File: src/rtl/uhpd_pkg.sv
// Package with register map, field layout, reset values and timing of the periodic/hub block.
package uhpd_pkg;

  // ==========================================================================
  // Register map (word indices on the plain register port)
  // ==========================================================================
  localparam logic [3:0] UHPD_ADDR_PERIODIC  = 4'h0;
  localparam logic [3:0] UHPD_ADDR_LOWSPEED  = 4'h1;
  localparam logic [3:0] UHPD_ADDR_HUBDESC   = 4'h2;
  localparam logic [3:0] UHPD_ADDR_INTERVAL  = 4'h3;
  localparam logic [3:0] UHPD_ADDR_STATUS    = 4'h4;
  localparam logic [3:0] UHPD_ADDR_TIMELEFT  = 4'h5;

  // ==========================================================================
  // Field positions and widths
  // ==========================================================================
  localparam int UHPD_PRD_W        = 16;
  localparam int UHPD_PRD_USED_W   = 14;
  localparam int UHPD_LS_W         = 12;
  localparam int UHPD_FI_W         = 14;
  localparam int UHPD_PGOOD_LSB    = 24;
  localparam int UHPD_PGOOD_W      = 8;
  localparam int UHPD_NO_OC_BIT    = 12;
  localparam int UHPD_OC_MODE_BIT  = 11;
  localparam int UHPD_COMPOUND_BIT = 10;
  localparam int UHPD_NO_SW_BIT    = 9;
  localparam int UHPD_SW_MODE_BIT  = 8;

  // ==========================================================================
  // Reset values
  // ==========================================================================
  localparam logic [15:0] UHPD_PRD_RST    = 16'h0000;
  localparam logic [11:0] UHPD_LS_RST     = 12'h628;
  localparam logic [13:0] UHPD_FI_RST     = 14'h2EDF;
  localparam logic [7:0]  UHPD_PGOOD_RST  = 8'h01;
  localparam logic        UHPD_NO_OC_RST  = 1'b0;
  localparam logic        UHPD_NO_SW_RST  = 1'b0;
  localparam logic        UHPD_SWMODE_RST = 1'b1;

  // ==========================================================================
  // Timing: one full-speed bit time is 1/12 MHz; the clock is 10 MHz.
  // ==========================================================================
  localparam int UHPD_CLK_HZ       = 10_000_000;
  localparam int UHPD_BIT_HZ       = 12_000_000;

  typedef enum logic [1:0] {
    UHPD_SCH_IDLE,
    UHPD_SCH_ASYNC,
    UHPD_SCH_PERIODIC
  } uhpd_sched_t;

endpackage

File: src/rtl/uhpd_bit_tick.sv
// Bit-time tick generator: phase accumulator producing full-speed bit time strobes.
`timescale 1ns/1ps
module uhpd_bit_tick
  import uhpd_pkg::*;
#(
  parameter int CLK_HZ = UHPD_CLK_HZ,
  parameter int BIT_HZ = UHPD_BIT_HZ
)
(
  input  wire logic clk_sys,
  input  wire logic srst,
  input  wire logic clk_en,
  output logic      tick
);

  // ==========================================================================
  // Accumulator
  // ==========================================================================
  // The bit rate may exceed the clock, so a tick marks that at least one bit
  // time elapsed; the accumulator saturates, so bits beyond one per clock are dropped.
  logic [31:0] acc_r;
  logic [31:0] acc_nxt;
  logic        tick_nxt;

  if (CLK_HZ <= 0 || BIT_HZ <= 0)
  begin : g_bad_rate
    $error("uhpd_bit_tick: rates must be positive");
  end

  always_comb
  begin
    acc_nxt  = acc_r + 32'(BIT_HZ);
    tick_nxt = 1'b0;
    if (acc_nxt >= 32'(CLK_HZ))
    begin
      acc_nxt  = acc_nxt - 32'(CLK_HZ);
      tick_nxt = 1'b1;
    end
    if (acc_nxt >= 32'(CLK_HZ))
    begin
      acc_nxt = 32'(CLK_HZ) - 32'h1;
    end
  end

  always_ff @(posedge clk_sys)
  begin
    if (srst)
    begin
      acc_r <= 32'h0;
      tick  <= 1'b0;
    end
    else if (clk_en)
    begin
      acc_r <= acc_nxt;
      tick  <= tick_nxt;
    end
  end

endmodule

File: src/rtl/uhpd_core.sv
// Periodic priority, low-speed gate and first root hub descriptor of the USB host engine.
//
// Local design decisions: the address map and the address-and-strobe port.
`timescale 1ns/1ps
module uhpd_core
  import uhpd_pkg::*;
#(
  parameter int FI_W = UHPD_FI_W
)
(
  input  wire logic        clk_sys,
  input  wire logic        srst,
  input  wire logic        clk_en,
  input  wire logic [3:0]  reg_addr,
  input  wire logic [31:0] reg_wdata,
  input  wire logic        reg_wr,
  input  wire logic        reg_rd,
  output logic [31:0]      reg_rdata,
  input  wire logic        async_req,
  input  wire logic        async_done,
  input  wire logic        periodic_req,
  input  wire logic        periodic_done,
  input  wire logic        ls_req,
  output logic             async_grant,
  output logic             periodic_grant,
  output logic             ls_start_ok,
  output logic             periodic_priority,
  output logic             frame_boundary,
  output logic [FI_W-1:0]  frame_time_left,
  output logic             ports_power_ganged,
  output logic             overcurrent_per_port,
  output logic             overcurrent_enabled
);

  // The timer mirrors a fixed fourteen-bit register, so other widths are refused.
  if (FI_W != UHPD_FI_W)
  begin : g_bad_width
    $error("uhpd_core: frame counter width must be fourteen bits");
  end

  // ==========================================================================
  // Registers
  // ==========================================================================
  logic [UHPD_PRD_W-1:0]    periodic_threshold_value_r, periodic_threshold_value_nxt;
  logic [UHPD_LS_W-1:0]     low_speed_threshold_value_r, low_speed_threshold_value_nxt;
  logic [UHPD_PGOOD_W-1:0]  power_good_wait_time_r, power_good_wait_time_nxt;
  logic                     no_overcurrent_protection_r, no_overcurrent_protection_nxt;
  logic                     overcurrent_report_mode_r, overcurrent_report_mode_nxt;
  logic                     no_power_switching_r, no_power_switching_nxt;
  logic                     power_switching_mode_r, power_switching_mode_nxt;
  logic [FI_W-1:0]          frame_interval_r, frame_interval_nxt;
  logic [31:0]              rdata_nxt;
  logic [31:0]              hubdesc_word;

  assign hubdesc_word = {power_good_wait_time_r, 11'h000, no_overcurrent_protection_r,
                         overcurrent_report_mode_r, 1'b0, no_power_switching_r,
                         power_switching_mode_r, 8'h00};

  always_comb
  begin
    periodic_threshold_value_nxt  = periodic_threshold_value_r;
    low_speed_threshold_value_nxt = low_speed_threshold_value_r;
    power_good_wait_time_nxt      = power_good_wait_time_r;
    no_overcurrent_protection_nxt = no_overcurrent_protection_r;
    overcurrent_report_mode_nxt   = overcurrent_report_mode_r;
    no_power_switching_nxt        = no_power_switching_r;
    power_switching_mode_nxt      = power_switching_mode_r;
    frame_interval_nxt            = frame_interval_r;
    rdata_nxt                     = 32'h0;
    if (reg_wr)
    begin
      case (reg_addr)
        UHPD_ADDR_PERIODIC: periodic_threshold_value_nxt = reg_wdata[UHPD_PRD_W-1:0];
        UHPD_ADDR_LOWSPEED: low_speed_threshold_value_nxt = reg_wdata[UHPD_LS_W-1:0];
        UHPD_ADDR_HUBDESC:
        begin
          power_good_wait_time_nxt      = reg_wdata[UHPD_PGOOD_LSB +: UHPD_PGOOD_W];
          no_overcurrent_protection_nxt = reg_wdata[UHPD_NO_OC_BIT];
          overcurrent_report_mode_nxt   = reg_wdata[UHPD_OC_MODE_BIT];
          no_power_switching_nxt        = reg_wdata[UHPD_NO_SW_BIT];
          power_switching_mode_nxt      = reg_wdata[UHPD_SW_MODE_BIT];
        end
        UHPD_ADDR_INTERVAL: frame_interval_nxt = reg_wdata[FI_W-1:0];
        default: ;
      endcase
    end
    if (reg_rd)
    begin
      case (reg_addr)
        UHPD_ADDR_PERIODIC: rdata_nxt = {16'h0000, periodic_threshold_value_r};
        UHPD_ADDR_LOWSPEED: rdata_nxt = {20'h00000, low_speed_threshold_value_r};
        UHPD_ADDR_HUBDESC:  rdata_nxt = hubdesc_word;
        UHPD_ADDR_INTERVAL: rdata_nxt = {18'h00000, frame_interval_r};
        UHPD_ADDR_STATUS:   rdata_nxt = {29'h0, ls_start_ok, periodic_grant,
                                         periodic_priority};
        UHPD_ADDR_TIMELEFT: rdata_nxt = {18'h00000, frame_time_left};
        default:            rdata_nxt = 32'h0;
      endcase
    end
  end

  always_ff @(posedge clk_sys)
  begin
    if (srst)
    begin
      periodic_threshold_value_r  <= UHPD_PRD_RST;
      low_speed_threshold_value_r <= UHPD_LS_RST;
      power_good_wait_time_r      <= UHPD_PGOOD_RST;
      no_overcurrent_protection_r <= UHPD_NO_OC_RST;
      overcurrent_report_mode_r   <= UHPD_SWMODE_RST;
      no_power_switching_r        <= UHPD_NO_SW_RST;
      power_switching_mode_r      <= UHPD_SWMODE_RST;
      frame_interval_r            <= UHPD_FI_RST;
      reg_rdata                   <= 32'h0;
    end
    else if (clk_en)
    begin
      periodic_threshold_value_r  <= periodic_threshold_value_nxt;
      low_speed_threshold_value_r <= low_speed_threshold_value_nxt;
      power_good_wait_time_r      <= power_good_wait_time_nxt;
      no_overcurrent_protection_r <= no_overcurrent_protection_nxt;
      overcurrent_report_mode_r   <= overcurrent_report_mode_nxt;
      no_power_switching_r        <= no_power_switching_nxt;
      power_switching_mode_r      <= power_switching_mode_nxt;
      frame_interval_r            <= frame_interval_nxt;
      reg_rdata                   <= rdata_nxt;
    end
  end

  // ==========================================================================
  // Frame timer and scheduler
  // ==========================================================================
  logic            bit_tick;
  logic [FI_W-1:0] time_left_nxt;
  logic            boundary_nxt;
  logic            prio_nxt;
  uhpd_sched_t     sched_r, sched_nxt;
  logic            ls_ok_nxt;
  logic            ganged_nxt, oc_pp_nxt, oc_en_nxt;

  uhpd_bit_tick u_bit_tick (
    .clk_sys (clk_sys),
    .srst    (srst),
    .clk_en  (clk_en),
    .tick    (bit_tick)
  );

  always_comb
  begin
    time_left_nxt = frame_time_left;
    boundary_nxt  = 1'b0;
    prio_nxt      = periodic_priority;
    if (bit_tick)
    begin
      if (frame_time_left == '0)
      begin
        time_left_nxt = frame_interval_r;
        boundary_nxt  = 1'b1;
        prio_nxt      = 1'b0;
      end
      else
      begin
        time_left_nxt = frame_time_left - 1'b1;
      end
    end
    // Equality alone would miss a threshold written after the match, so
    // the flag also latches once the count has passed below it.
    if (!boundary_nxt && periodic_threshold_value_r[UHPD_PRD_USED_W-1:0] != '0 &&
        frame_time_left <= periodic_threshold_value_r[UHPD_PRD_USED_W-1:0])
    begin
      prio_nxt = 1'b1;
    end
    sched_nxt = sched_r;
    case (sched_r)
      UHPD_SCH_IDLE:
      begin
        if (periodic_req && (prio_nxt || !async_req))
        begin
          sched_nxt = UHPD_SCH_PERIODIC;
        end
        else if (async_req && !prio_nxt)
        begin
          sched_nxt = UHPD_SCH_ASYNC;
        end
      end
      UHPD_SCH_ASYNC:
      begin
        if (async_done)
        begin
          sched_nxt = UHPD_SCH_IDLE;
        end
      end
      UHPD_SCH_PERIODIC:
      begin
        if (periodic_done)
        begin
          sched_nxt = UHPD_SCH_IDLE;
        end
      end
      default: sched_nxt = UHPD_SCH_IDLE;
    endcase
    ls_ok_nxt = ls_req && (time_left_nxt >= FI_W'(low_speed_threshold_value_r));
    ganged_nxt = !no_power_switching_r && !power_switching_mode_r;
    oc_en_nxt  = !no_overcurrent_protection_r;
    oc_pp_nxt  = !no_overcurrent_protection_r && overcurrent_report_mode_r;
  end

  always_ff @(posedge clk_sys)
  begin
    if (srst)
    begin
      frame_time_left      <= '0;
      frame_boundary       <= 1'b0;
      periodic_priority    <= 1'b0;
      sched_r              <= UHPD_SCH_IDLE;
      async_grant          <= 1'b0;
      periodic_grant       <= 1'b0;
      ls_start_ok          <= 1'b0;
      ports_power_ganged   <= 1'b0;
      overcurrent_per_port <= 1'b0;
      overcurrent_enabled  <= 1'b0;
    end
    else if (clk_en)
    begin
      frame_time_left      <= time_left_nxt;
      frame_boundary       <= boundary_nxt;
      periodic_priority    <= prio_nxt;
      sched_r              <= sched_nxt;
      async_grant          <= (sched_nxt == UHPD_SCH_ASYNC);
      periodic_grant       <= (sched_nxt == UHPD_SCH_PERIODIC);
      ls_start_ok          <= ls_ok_nxt;
      ports_power_ganged   <= ganged_nxt;
      overcurrent_per_port <= oc_pp_nxt;
      overcurrent_enabled  <= oc_en_nxt;
    end
  end

  // ==========================================================================
  // Assertions
  // ==========================================================================
  property p_ps_reset;
    @(posedge clk_sys) $fell(srst) |-> periodic_threshold_value_r == UHPD_PRD_RST;
  endproperty
  a_ps_reset: assert property (p_ps_reset) else $error("threshold not cleared");

  property p_lst_reset;
    @(posedge clk_sys) $fell(srst) |-> low_speed_threshold_value_r == UHPD_LS_RST;
  endproperty
  a_lst_reset: assert property (p_lst_reset) else $error("low-speed reset wrong");

  property p_dt_zero;
    @(posedge clk_sys) disable iff (srst) $past(reg_rd) && $past(reg_addr) == UHPD_ADDR_HUBDESC
      && $past(clk_en) |-> reg_rdata[UHPD_COMPOUND_BIT] == 1'b0 && reg_rdata[23:13] == 11'h0;
  endproperty
  a_dt_zero: assert property (p_dt_zero) else $error("device type not zero");

  // A new frame drops the priority, so handing the bus to async work then is legal.
  property p_no_async_in_prio;
    @(posedge clk_sys) disable iff (srst)
      clk_en && periodic_priority && !async_grant ##1 clk_en |-> !async_grant || frame_boundary;
  endproperty
  a_no_async_in_prio: assert property (p_no_async_in_prio) else $error("async after prio");

  property p_async_finish;
    @(posedge clk_sys) disable iff (srst)
      async_grant && !async_done |=> async_grant || !$past(clk_en);
  endproperty
  a_async_finish: assert property (p_async_finish) else $error("async dropped early");

  property p_ls_gate;
    @(posedge clk_sys) disable iff (srst)
      ls_start_ok |-> frame_time_left >= FI_W'(low_speed_threshold_value_r) || $past(reg_wr);
  endproperty
  a_ls_gate: assert property (p_ls_gate) else $error("low-speed start below threshold");

  property p_reload;
    @(posedge clk_sys) disable iff (srst)
      frame_boundary |-> frame_time_left == $past(frame_interval_r);
  endproperty
  a_reload: assert property (p_reload) else $error("frame not reloaded");

  property p_prio_clear;
    @(posedge clk_sys) disable iff (srst) frame_boundary |-> !periodic_priority;
  endproperty
  a_prio_clear: assert property (p_prio_clear) else $error("priority kept past frame");

  property p_oc_mode;
    @(posedge clk_sys) disable iff (srst) overcurrent_per_port |-> overcurrent_enabled;
  endproperty
  a_oc_mode: assert property (p_oc_mode) else $error("mode used without protection");

  c_prio: cover property (@(posedge clk_sys) disable iff (srst) $rose(periodic_priority));
  c_boundary: cover property (@(posedge clk_sys) disable iff (srst) frame_boundary);
  c_ls_ok: cover property (@(posedge clk_sys) disable iff (srst) ls_start_ok);
  c_periodic: cover property (@(posedge clk_sys) disable iff (srst) periodic_grant);

endmodule

File: config.mk
export PLATFORM = sky130hd
export DESIGN_NAME = uhpd_core
export DESIGN_NICKNAME = d
export VERILOG_FILES = /design/src/rtl/uhpd_pkg.sv /design/src/rtl/uhpd_bit_tick.sv /design/src/rtl/uhpd_core.sv
export SDC_FILE = /design/constraint.sdc
export NUM_CORES = 1
export LEC_CHECK = 0
export BUFFER_PORTS_ARGS = -buffer_cell sky130_fd_sc_hd__buf_2
export CORE_MARGIN = 3
export CORE_UTILIZATION = 45
export CTS_CLUSTER_DIAMETER = 30
export DETAILED_ROUTE_END_ITERATION = 10
export REMOVE_ABC_BUFFERS = 1
export SLEW_MARGIN = 0
export SYNTH_ARGS = -nofsm -noshare
export SYNTH_HDL_FRONTEND = slang
export SYNTH_HIERARCHICAL = 1
export SYNTH_SLANG_ARGS = --single-unit
export TNS_END_PERCENT = 20
File: constraint.sdc
create_clock -name clk_sys -period 4.8 [get_ports clk_sys]
set_input_delay 0.24 -clock clk_sys [delete_from_list [all_inputs] [get_ports clk_sys]]
set_output_delay 0.24 -clock clk_sys [all_outputs]
set_load 0.03 [all_outputs]
**After elaboration in Yosys (flattened, before gate mapping)**

Cells that the tools add are included.

- Bits in registers: 143
- Input bits: 46
- Logic and storage cells: 76

- $add $sub $neg: 3
- $lt $le $gt $ge: 4
- Equal/unequal tests: 9
- Multiplexer cells: 17
- Reduce and logical (&&, ||, !) cells: 22

Operators with widths:

| kind | number |
|---|---|
| $pmux 32 s6 | 1 |
| $mux 32 | 3 |
| $ge 32x24->1 const B | 2 |
| $add 32x24->32 const B | 1 |
| $sub 32x24->32 const B | 1 |
| $mux 14 | 2 |
| $ge 14x12->1 | 1 |
| $le 14x14->1 | 1 |
| $logic_not 14->1 | 1 |
| $reduce_bool 14->1 | 1 |
| $sub 14x1->14 const B | 1 |
| $reduce_and 3->1 | 4 |
| $eq 4x2->1 const B | 2 |
| $eq 4x3->1 const B | 2 |
| $mux 2 | 4 |
| $logic_and 1x1->1 | 7 |
| $logic_not 1->1 | 6 |
| $mux 1 | 6 |
| $pmux 2 s3 | 1 |
| $eq 2x1->1 const B | 2 |
| $eq 2x2->1 const B | 2 |
| $eq 4x1->1 const B | 1 |
| $logic_not 4->1 | 1 |
| $logic_not 2->1 | 1 |
| $logic_or 1x1->1 | 1 |

**Logic depth before layout (Yosys ltp)**

Gate-level depths: netlist of the first run.

- Depth in word-level cells: 13
- Gate-level depth with buffers: 17
- Depth with buffers taken out: 14

**By module**

The synthesis of the first run kept the hierarchy.

By module, submodules not included:

| module | times used | cells an instance | area each (µm²) |
|---|---|---|---|
| uhpd_core | 1 | 703 | 5471.5 |
| uhpd_bit_tick | 1 | 388 | 3010.4 |

**Worst setup path before layout of the first run**

Ideal clock, no wire load.

- Path type: register -> register
- Start: reg u_bit_tick.acc_r[8]
- End: reg u_bit_tick.acc_r[21]
- Setup time: 0.064 ns
- Arrival: 3.607 ns
- Data required time: 4.736 ns
- Slack: 1.129 ns
- Cell stages (with the launch flop): 17
- Buffers on the path: 2
- Clock period less this slack: 3.671 ns
- Cells stage by stage: dfxtp_1 -> buf_2 -> inv_1 -> ha_1 -> nor3b_1 -> o31a_2 -> a21oi_2 -> xnor2_2 -> o2111a_2 -> nand3_4 -> o2111a_2 -> xnor2_1 -> a2111oi_4 -> nand2b_4 -> o211ai_4 -> buf_6 -> nor2_1

- Cells in the longest elaborated chain, start to end: 5

Ends and longest elaborated chain:

| what | line | source |
|---|---|---|
| start, declared | uhpd_bit_tick.sv:21 | `logic [31:0] acc_r;` |
| start signal, assigned | uhpd_bit_tick.sv:54 | `acc_r <= acc_nxt;` |
| $add 32x24->32 (*) | uhpd_bit_tick.sv:32 | `acc_nxt = acc_r + 32'(BIT_HZ);` |
| $sub 32x24->32 / $ge 32x24->1 (equally long branches) | uhpd_bit_tick.sv:36, uhpd_bit_tick.sv:34 |  |
| $mux 32 (*) | uhpd_bit_tick.sv:34 | `if (acc_nxt >= 32'(CLK_HZ))` |
| $ge 32x24->1 | uhpd_bit_tick.sv:39 | `if (acc_nxt >= 32'(CLK_HZ))` |
| $mux 32 (*) | uhpd_bit_tick.sv:39 |  |

Every way passes the cells marked *; elsewhere a longest branch is shown, timed or not.
A chain may end at the register's enable or synchronous reset.

**Worst setup path after layout of the first run**

- Start: reg u_bit_tick.acc_r[9]
- End: reg u_bit_tick.acc_r[8]

Same word-level chain as after synthesis.

==> flow_summary.ini, run 1 <==
[setup_path]
max_stage_delay_ns = 0.49
required_ns = 5.11
endpoint_kind = flop
cp_data_arrival_time_ns = 4.75
path_max_fanout = 9
cp_num_buf_inv = 2
cpLargestDelayFamily = compound AO/OA/AOI/OAI gates
cp_slowest_cell = a21boi_2
path_cells = inv_1 > ha_1 > nand2b_1 > a21oi_1 > o32ai_1 > nor2_2 > o311ai_1 > a21boi_2 > or2_1 > o21ai_0 > a211oi_1 > nand2_1 > o211ai_4 > buf_4 > nor2_1
crit_path_start_kind = flop
critPathKind = flop to flop

[synthesis]
synth_adder_area_share = 0.04691
synthCells = 1091
netlist.area_leader.share = 0.3045
synth_mux_area_frac = 0.03953
synthTopCellsByArea = dfxtp_1, nand2_1, a21oi_1
synth_top_family_by_area = simple AND/OR/NAND/NOR gates
ys_ff_latch = 129
yosysTopAreaCell = dfxtp_1
synthSimpleGateAreaFrac = 0.2602
synth_compound_area_frac = 0.2340
ys_async_sr_fraction = 0
syn_avg_cell_area_sq_um = 7.774
netlist-cell-type-count = 99
ys_warn_count = 6
ys.flop_type = dfxtp_1
synth-xor-area-share = 0.05355
synth_edf_count = 0
netlist_area_sq_um = 8482
yosysSeqAreaShare = 0.3045

[sta]
rsz0062_at_grt = false
finalSetupViolCount = 0
hold_viol = 0
finClkSkew_ns = 0.01113
setup_slack_ns = 0.3602
tns_ns = 0
maxSlewHeadroom = 0.2626
finalCriticalPeriod_ns = 4.440
post-route-period-util = 0.9250
hold_slack_ns = 0.03403
fmax_mhz = 225.2
worst_pin_slew_ns = 1.103
finalMaxSlewViolations = 0

[global_routing]
grt.overflow.total = 0
grt_max_degree = 71
grt_pass1_vias = 7267
grt_pass1_wl_microns = 38940
grt_usage = 0.2390
antenna_found_initial = 0

[place]
io_buffer_count = 83
dp_slack_ns = 0.4883
gp_congestion = 0.9227
dp_cells = 1355
dpl.hpwl_microns = 17200
place_area_sq_um = 9017

[cts]
clockBufferDepth = 2
clkSlewWorstSetupHoldPaths_ns = 0.07
h-tree-depth = 4
cts_inserted_buffers = 17
postCtsHoldBufs = 0
cts_sinks = 129
cts_root_buf = clkbuf_16
cts_resized = 0
postCtsSetupBuffers = 0
clkLatencyLatePin_ns = 0.42
cts_tree = built

[floorplanning]
start_util = 0.4658
dieHeight_microns = 143.3
core_sq_um = 18210
fp.dieW_microns = 143.3
die_area_sq_um = 20530
ios = 100
rows = 49

[detailed_routing]
wl_microns = 24550
post_drt_wl_per_cell_microns = 17.70
viasPerCell = 5.717
route.vias.total = 7930
drtPass1Iterations = 5
drc_errors = 0
first_iter_violations = 486
ant_nets = 0

[cells_and_area]
syn_to_final_growth_pct = 13.22
finalNonFillerCells = 1387
drive_above_1_share = 0.1615
multi_input_area_sq_um = 5428
final_area_sq_um = 9603
diodes = 0
finalNetCount = 1222
fin_util = 0.5274
layout_common_cells = nand2_1, dfxtp_1, nor2_1
register_area_sq_um = 2582
layout_commonest_cell = nand2_1
nFillCells = 1751

[power_and_ir_drop]
p_leak_nw = 3.787
switching_share = 0.4527
power.share.sequential = 0.243
p_clk_frac = 0.227
combinationalPowerShare = 0.530
p_per_area_nw_per_um2 = 598.5
vdd_drop_max_mv = 0.3895
power.internal_mw = 3.146
p_sw_mw = 2.602
power.total_mw = 5.747

[run_status]
status = finished, final reports clean

[worst_hold_path]
hold_class = input pin to flop

[run]
cap_violations = 0
==> worst reg2reg max path, stage by stage, from the launching register on <==
cell,delay (ns)
dfxtp_1,0.47
inv_1,0.08
ha_1,0.29
nand2b_1,0.23
a21oi_1,0.37
o32ai_1,0.21
nor2_2,0.25
o311ai_1,0.16
a21boi_2,0.49
or2_1,0.37
o21ai_0,0.17
a211oi_1,0.43
nand2_1,0.18
o211ai_4,0.34
buf_4,0.24
nor2_1,0.06
==> flip-flops by register name (all words and copies together) (netlist names) <==
signal,cells
periodic_grant,1
frame_interval_r,14
periodic_priority,1
power_switching_mode_r,1
overcurrent_enabled,1
reg_rdata,24
periodic_threshold_value_r,16
u_bit_tick/tick,1
u_bit_tick/acc_r,26
frame_time_left,14
ports_power_ganged,1
sched_r,2
low_speed_threshold_value_r,12
power_good_wait_time_r,8
async_grant,1
no_power_switching_r,1
overcurrent_report_mode_r,1
frame_boundary,1
overcurrent_per_port,1
no_overcurrent_protection_r,1
ls_start_ok,1
==> power by group through the flow <==
| stage | clock network [mW] | registers [mW] | logic (mW) |
|---|---|---|---|
| 2_1_floorplan | 0 | 1.42 | 2.21 |
| 3_3_place_gp | 0 | 1.42 | 2.97 |
| 3_5_place_dp | 0 | 1.42 | 2.98 |
| 4_1_cts | 1.34 | 1.39 | 3.01 |
| 5_1_grt | 1.38 | 1.42 | 3.36 |
| 6_report | 1.31 | 1.40 | 3.04 |
==> routing by layer <==
| metal | global-route usage | share of wire | vias up |
|---|---|---|---|
| li1 | - | - | 3962 |
| met1 | 0.3429 | 0.48 | 3687 |
| met2 | 0.3662 | 0.44 | 259 |
| met5 | 0 | 0 | - |
| met3 | 0.05258 | 0.066 | 22 |
| met4 | 0.06095 | 0.013 | 0 |
==> synth_stat cells, drive strengths merged (12+ instances only) <==
library cell	instances
ha	31
inv	42
clkbuf	44
a31oi	13
buf	30
a21oi	102
nor3	25
mux2i	23
nor2b	38
nand2	138
nand2b	14
a211o	15
nand3	18
xor2	21
o21ai	68
nor2	118
a211oi	13
xnor2	30
and3	12
dfxtp	129
==> layout make-up <==
type	count	area share
Clock buffer	17	0.04430
Clock inverter	15	0.01668
Inverter	42	0.01642
Multi-Input combinational cell	853	0.5652
Sequential cell	129	0.2689
Tap cell	229	0.02984
Timing Repair Buffer	102	0.05863
==> final timing paths <==
check                                 startpoint                              to  slack (ns)  depth (start not counted)
hold / removal                     reg_wdata[24]       power_good_wait_time_r[0]        0.03                          3
setup reg to reg             u_bit_tick/acc_r[9]             u_bit_tick/acc_r[8]        0.36                         15
setup / recovery             u_bit_tick/acc_r[9]             u_bit_tick/acc_r[8]        0.36                         15
hold reg to reg   low_speed_threshold_value_r[6]  low_speed_threshold_value_r[6]        0.45                          2
==> kinds of logic after synthesis <==
| group | count (synthesis) |
|---|---|
| simple gates | 435 |
| compound gates | 298 |
| flops | 129 |
| buf+inv | 116 |
| xor+xnor | 51 |
| fa+ha+maj | 32 |
| mux | 29 |
| other cells | 1 |
Power figures use the tool's default switching activity.
==> inputs of run 2 (changes only) <==
- clock period: 4.8 -> 4.75 ns (I/O delays scaled with it)
==> run 2 against run 1 <==
Against the previous run:
- count of clock-buffer cells in the layout unchanged
- non-clock buffer count up 4
- via count increased by 0.63%
- critical path depth unchanged
- register-to-register slack better by 0.08 ns
- largest power group unchanged
==> flow_summary.ini, run 2 (synthesized netlist as in run 1, its figures left out) <==
[power_and_ir_drop]
p_per_area_nw_per_um2 = 605.8
p_leak_nw = 3.810
vdd_drop_max_mv = 0.3452

[global_routing]
antenna_found_initial = 0
grt.overflow.total = 0
grt_usage = 0.2429
grt_pass1_vias = 7381
grt_pass1_wl_microns = 39830
grt_max_degree = 84

[detailed_routing]
drtPass1Iterations = 5
ant_nets = 0
first_iter_violations = 518
viasPerCell = 5.737
route.vias.total = 7980
post_drt_wl_per_cell_microns = 17.79
wl_microns = 24750
drc_errors = 0

[cts]
cts_resized = 0
postCtsHoldBufs = 0
cts_tree = built
cts_inserted_buffers = 17
cts_root_buf = clkbuf_16
clockBufferDepth = 2
h-tree-depth = 4
clkLatencyLatePin_ns = 0.42
clkSlewWorstSetupHoldPaths_ns = 0.07
cts_sinks = 129

[setup_path]
r2r_slack_ns = 0.44
max_stage_delay_ns = 0.49
critPathKind = flop to flop
required_ns = 5.07
crit_path_start_kind = flop
timing.rr.start = u_bit_tick/acc_r[9]
cp_slowest_cell = dfxtp_1
path_cells = inv_1 > ha_1 > nor2b_1 > o21ai_0 > o2bb2ai_1 > o21ai_1 > a21oi_1 > o21ai_0 > a21oi_1 > o21bai_1 > a211oi_1 > nand2_1 > o211ai_4 > buf_4 > nor2_1
cpLargestDelayFamily = compound AO/OA/AOI/OAI gates
endpoint_kind = flop
path_max_fanout = 8
cp_data_arrival_time_ns = 4.62
cp_num_buf_inv = 2
crit_start = u_bit_tick/acc_r[9]

[floorplanning]
ios = 100
dieHeight_microns = 143.3
fp.dieW_microns = 143.3
rows = 49
die_area_sq_um = 20530
core_sq_um = 18210
start_util = 0.4658

[sta]
fmax_mhz = 232.2
hold_viol = 0
post-route-period-util = 0.9066
finClkSkew_ns = 0.01149
rsz0062_at_grt = false
maxSlewHeadroom = 0.3091
finalMaxSlewViolations = 0
tns_ns = 0
worst_pin_slew_ns = 1.033
finalSetupViolCount = 0
finalCriticalPeriod_ns = 4.306

[cells_and_area]
layout_commonest_cell = nand2_1
reg_top3 = u_bit_tick/acc_r (26), reg_rdata (24), periodic_threshold_value_r (16)
finalNetCount = 1226
diodes = 0
layout_common_cells = nand2_1, dfxtp_1, nor2_1
drive_above_1_share = 0.1644
largest_reg_flops = 26
largest_register = u_bit_tick/acc_r
nFillCells = 1817
finalNonFillerCells = 1391
syn_to_final_growth_pct = 13.56

[run]
cap_violations = 0

[worst_hold_path]
min_from = reg_wdata[24]
hold_class = input pin to flop

[place]
dpl.hpwl_microns = 17410
io_buffer_count = 83
gp_congestion = 0.9302
dp_cells = 1357

[run_status]
status = finished, final reports clean
## run 2: changes by cell type in the layout (fill, tap and decap cells not counted), sizes merged
cell | before | now
buf | 102 | 106
clkinv | 1 | 2
clkinvlp | 2 | 1
## run 2: repair_timing
action	4_1_cts	5_1_grt
buffers inserted	0	2
hold endpoints to repair	0	0
endpoints found under the setup margin	0	2
## run 2: metrics by stage
stage	instance area, sq um	worst slack (ns)	util	power, mW	hold WS [ns]
6_report	9632	0.4438	0.5290	5.835	0.03627
3_3_place_gp	9032	0.4869	0.4960	4.437	0.4432
5_1_grt	9632	0.01753	0.5290	6.266	0.04534
3_5_place_dp	9032	0.4285	0.4960	4.461	0.4489
4_1_cts	9617	0.4024	0.5281	5.806	0.01980
2_1_floorplan	8149	0.9779	-	3.672	0.3066
## run 2: per-layer routing
layer	track usage	up-vias	wire length [microns]
met1	0.3596	3726	12000
li1	-	3983	-
met2	0.3709	253	10930
met3	0.04326	18	1535
met4	0.05302	0	274
met5	0	-	0
## run 2: worst paths after layout
kind / depth (start not counted) / endpoint
hold / removal: 3 / power_good_wait_time_r[0]
setup / recovery: 15 / u_bit_tick/acc_r[13]
setup reg to reg: 15 / u_bit_tick/acc_r[13]
hold reg to reg: 2 / low_speed_threshold_value_r[4]
## run 2: final cells by class
class | count | area [sq um] | share of cell area
Sequential cell | 129 | 2582 | 0.2681
Multi-Input combinational cell | 853 | 5428 | 0.5635
Timing Repair Buffer | 106 | 593.1 | 0.06157
Clock inverter | 15 | 158.9 | 0.01650
Clock buffer | 17 | 425.4 | 0.04417
Inverter | 42 | 157.7 | 0.01637
Tap cell | 229 | 286.5 | 0.02975
## run 2: power by group
part           leakage (nW)  internal (mW)  switching, mW
Clock                 0.286          0.746          0.570
Sequential             1.05           1.19          0.223
Combinational          2.48           1.26           1.84
## run 2: worst min-delay path, delay by kind of cell
family | cells | cell delay, ns
buf+inv | 1 | 0.08
simple gates | 2 | 0.11
==> inputs of run 3 (changes only) <==
- CORE_UTILIZATION: 45 -> 50
- HOLD_SLACK_MARGIN: default -> 0.15
- PLACE_DENSITY: default -> 0.7
==> run 3 against run 2 <==
Against the previous run:
- fmax shrank 4.5%
- sequential power barely moved
- non-clock buffer count is 20 higher
- via count is 3.4% higher
- critical path depth unchanged
- critical endpoint is now u_bit_tick/acc_r[31]
==> flow_summary.ini, run 3 (synthesized netlist as in run 1, its figures left out) <==
[detailed_routing]
post_drt_wl_per_cell_microns = 17.45
drc_errors = 0
drtPass1Iterations = 5
viasPerCell = 5.903
ant_nets = 0
wl_microns = 24390
first_iter_violations = 663
route.vias.total = 8253

[power_and_ir_drop]
p_clk_frac = 0.222
power.internal_mw = 3.239
p_leak_nw = 3.882
switching_share = 0.4470
power.share.sequential = 0.244
combinationalPowerShare = 0.533
vdd_drop_max_mv = 0.5907
p_sw_mw = 2.618
p_per_area_nw_per_um2 = 596.1

[cells_and_area]
diodes = 0
final_area_sq_um = 9826
layout_commonest_cell = nand2_1
drive_above_1_share = 0.1565
syn_to_final_growth_pct = 15.84
reg_top3 = u_bit_tick/acc_r (26), reg_rdata (24), periodic_threshold_value_r (16)
register_area_sq_um = 2582
largest_reg_flops = 26
largest_register = u_bit_tick/acc_r
nFillCells = 1488
layout_common_cells = nand2_1, dfxtp_1, nor2_1
finalNetCount = 1246
multi_input_area_sq_um = 5420
finalNonFillerCells = 1398

[cts]
h-tree-depth = 4
clkSlewWorstSetupHoldPaths_ns = 0.06
cts_sinks = 129
cts_tree = built
cts_root_buf = clkbuf_16
cts_inserted_buffers = 17
clockBufferDepth = 2
clkLatencyLatePin_ns = 0.42

[setup_path]
path_cells = inv_1 > ha_1 > nor3b_1 > o31a_2 > a21oi_2 > xnor2_2 > o2111a_2 > nand3_4 > nor2_2 > o21bai_1 > a211oi_1 > nand2_1 > o211ai_4 > buf_4 > nor3_1
reg2reg_depth = 15
cp_data_arrival_time_ns = 4.82
cp_slowest_cell = dfxtp_1
endpoint_kind = flop
r2r_slack_ns = 0.24
crit_start = u_bit_tick/acc_r[8]
critPathKind = flop to flop
reg2reg_to = u_bit_tick/acc_r[31]
crit_path_start_kind = flop
required_ns = 5.06
max_stage_delay_ns = 0.60
timing.rr.start = u_bit_tick/acc_r[8]
path_max_fanout = 11

[sta]
hold_viol = 0
finalCriticalPeriod_ns = 4.509
finalSetupViolCount = 0
worst_pin_slew_ns = 1.088
maxSlewHeadroom = 0.2746
finalMaxSlewViolations = 0
finClkSkew_ns = 0.01132
rsz0062_at_grt = false
post-route-period-util = 0.9493
fmax_mhz = 221.8
tns_ns = 0

[place]
gp_congestion = 0.9646
dp_cells = 1338
io_buffer_count = 83
dpl.hpwl_microns = 16760
place_area_sq_um = 8964

[worst_hold_path]
hold_class = input pin to flop
holdPathEnd = sched_r[1]
min_from = async_req
hold_depth = 3

[floorplanning]
core_sq_um = 16230
die_area_sq_um = 18560
fp.dieW_microns = 136.2
dieHeight_microns = 136.2
start_util = 0.5226
ios = 100
rows = 46

[global_routing]
grt_usage = 0.2623
antenna_found_initial = 0
grt_pass1_wl_microns = 39080
grt_max_degree = 65
grt_pass1_vias = 7727
grt.overflow.total = 0

[run]
cap_violations = 0

[run_status]
status = finished, final reports clean
==> run 3: worst max-delay path by stage <==
| stage | end | slack [ns] | cells after the start |
|---|---|---|---|
| after floorplan | u_bit_tick/acc_r[31] | 0.98 | 14 |
| after detailed placement | u_bit_tick/acc_r[31] | 0.39 | 15 |
| after global routing | u_bit_tick/acc_r[31] | 0.005 | 15 |
| final | u_bit_tick/acc_r[31] | 0.24 | 15 |
| after CTS | u_bit_tick/acc_r[31] | 0.34 | 15 |
| after global placement | u_bit_tick/acc_r[31] | 0.46 | 15 |
==> run 3: stage by stage <==
stage | power (mW) | hold slack [ns] | setup WS (ns) | utilization
final | 5.857 | 0.1634 | 0.2406 | 0.6054
after global routing | 6.242 | 0.1634 | 0.005441 | 0.6054
after CTS | 5.793 | 0.1524 | 0.3369 | 0.6045
after global placement | 4.418 | 0.4433 | 0.4557 | 0.5523
after detailed placement | 4.453 | 0.4494 | 0.3883 | 0.5523
after floorplan | 3.672 | 0.3066 | 0.9779 | -
==> run 3: metal layers <==
metal  global-route usage  vias to the layer above  share of wire
met5                    0                        -              0
met4               0.1125                        0          0.034
met3              0.04774                       57          0.060
met2               0.4356                      298           0.48
met1               0.3336                     3897           0.43
li1                     -                     4001              -
==> run 3: power by group through the flow <==
stage	clock [mW]	combinational, mW	sequential, mW
final	1.30	3.12	1.43
after global routing	1.37	3.41	1.45
after global placement	0	2.98	1.44
after floorplan	0	2.24	1.44
after CTS	1.32	3.05	1.42
after detailed placement	0	3.01	1.44
==> run 3: cell type report <==
class	instances	area share
multi-input combinational	853	0.5516
clock inverter	15	0.01643
clock buffer	17	0.04330
sequential	129	0.2628
tap	216	0.02751
inverter	42	0.01604
timing repair buffer	126	0.08226
==> run 3: critical path: cells and delay by family (launching register included) <==
family,cells,cell delay (ns)
buffers and inverters,2,0.34
DFF,1,0.60
AOI/OAI and AO/OA,6,1.91
xor gates and xnor gates,1,0.18
adders and majority gates,1,0.32
and+or+nand+nor,5,1.03
==> run 3: timing repair <==
action,4_1_cts,5_1_grt
endpoints found under the setup margin,0,16
resized for setup,0,1
hold endpoints to repair,57,0
hold buffers,26,0
buffers inserted,0,2
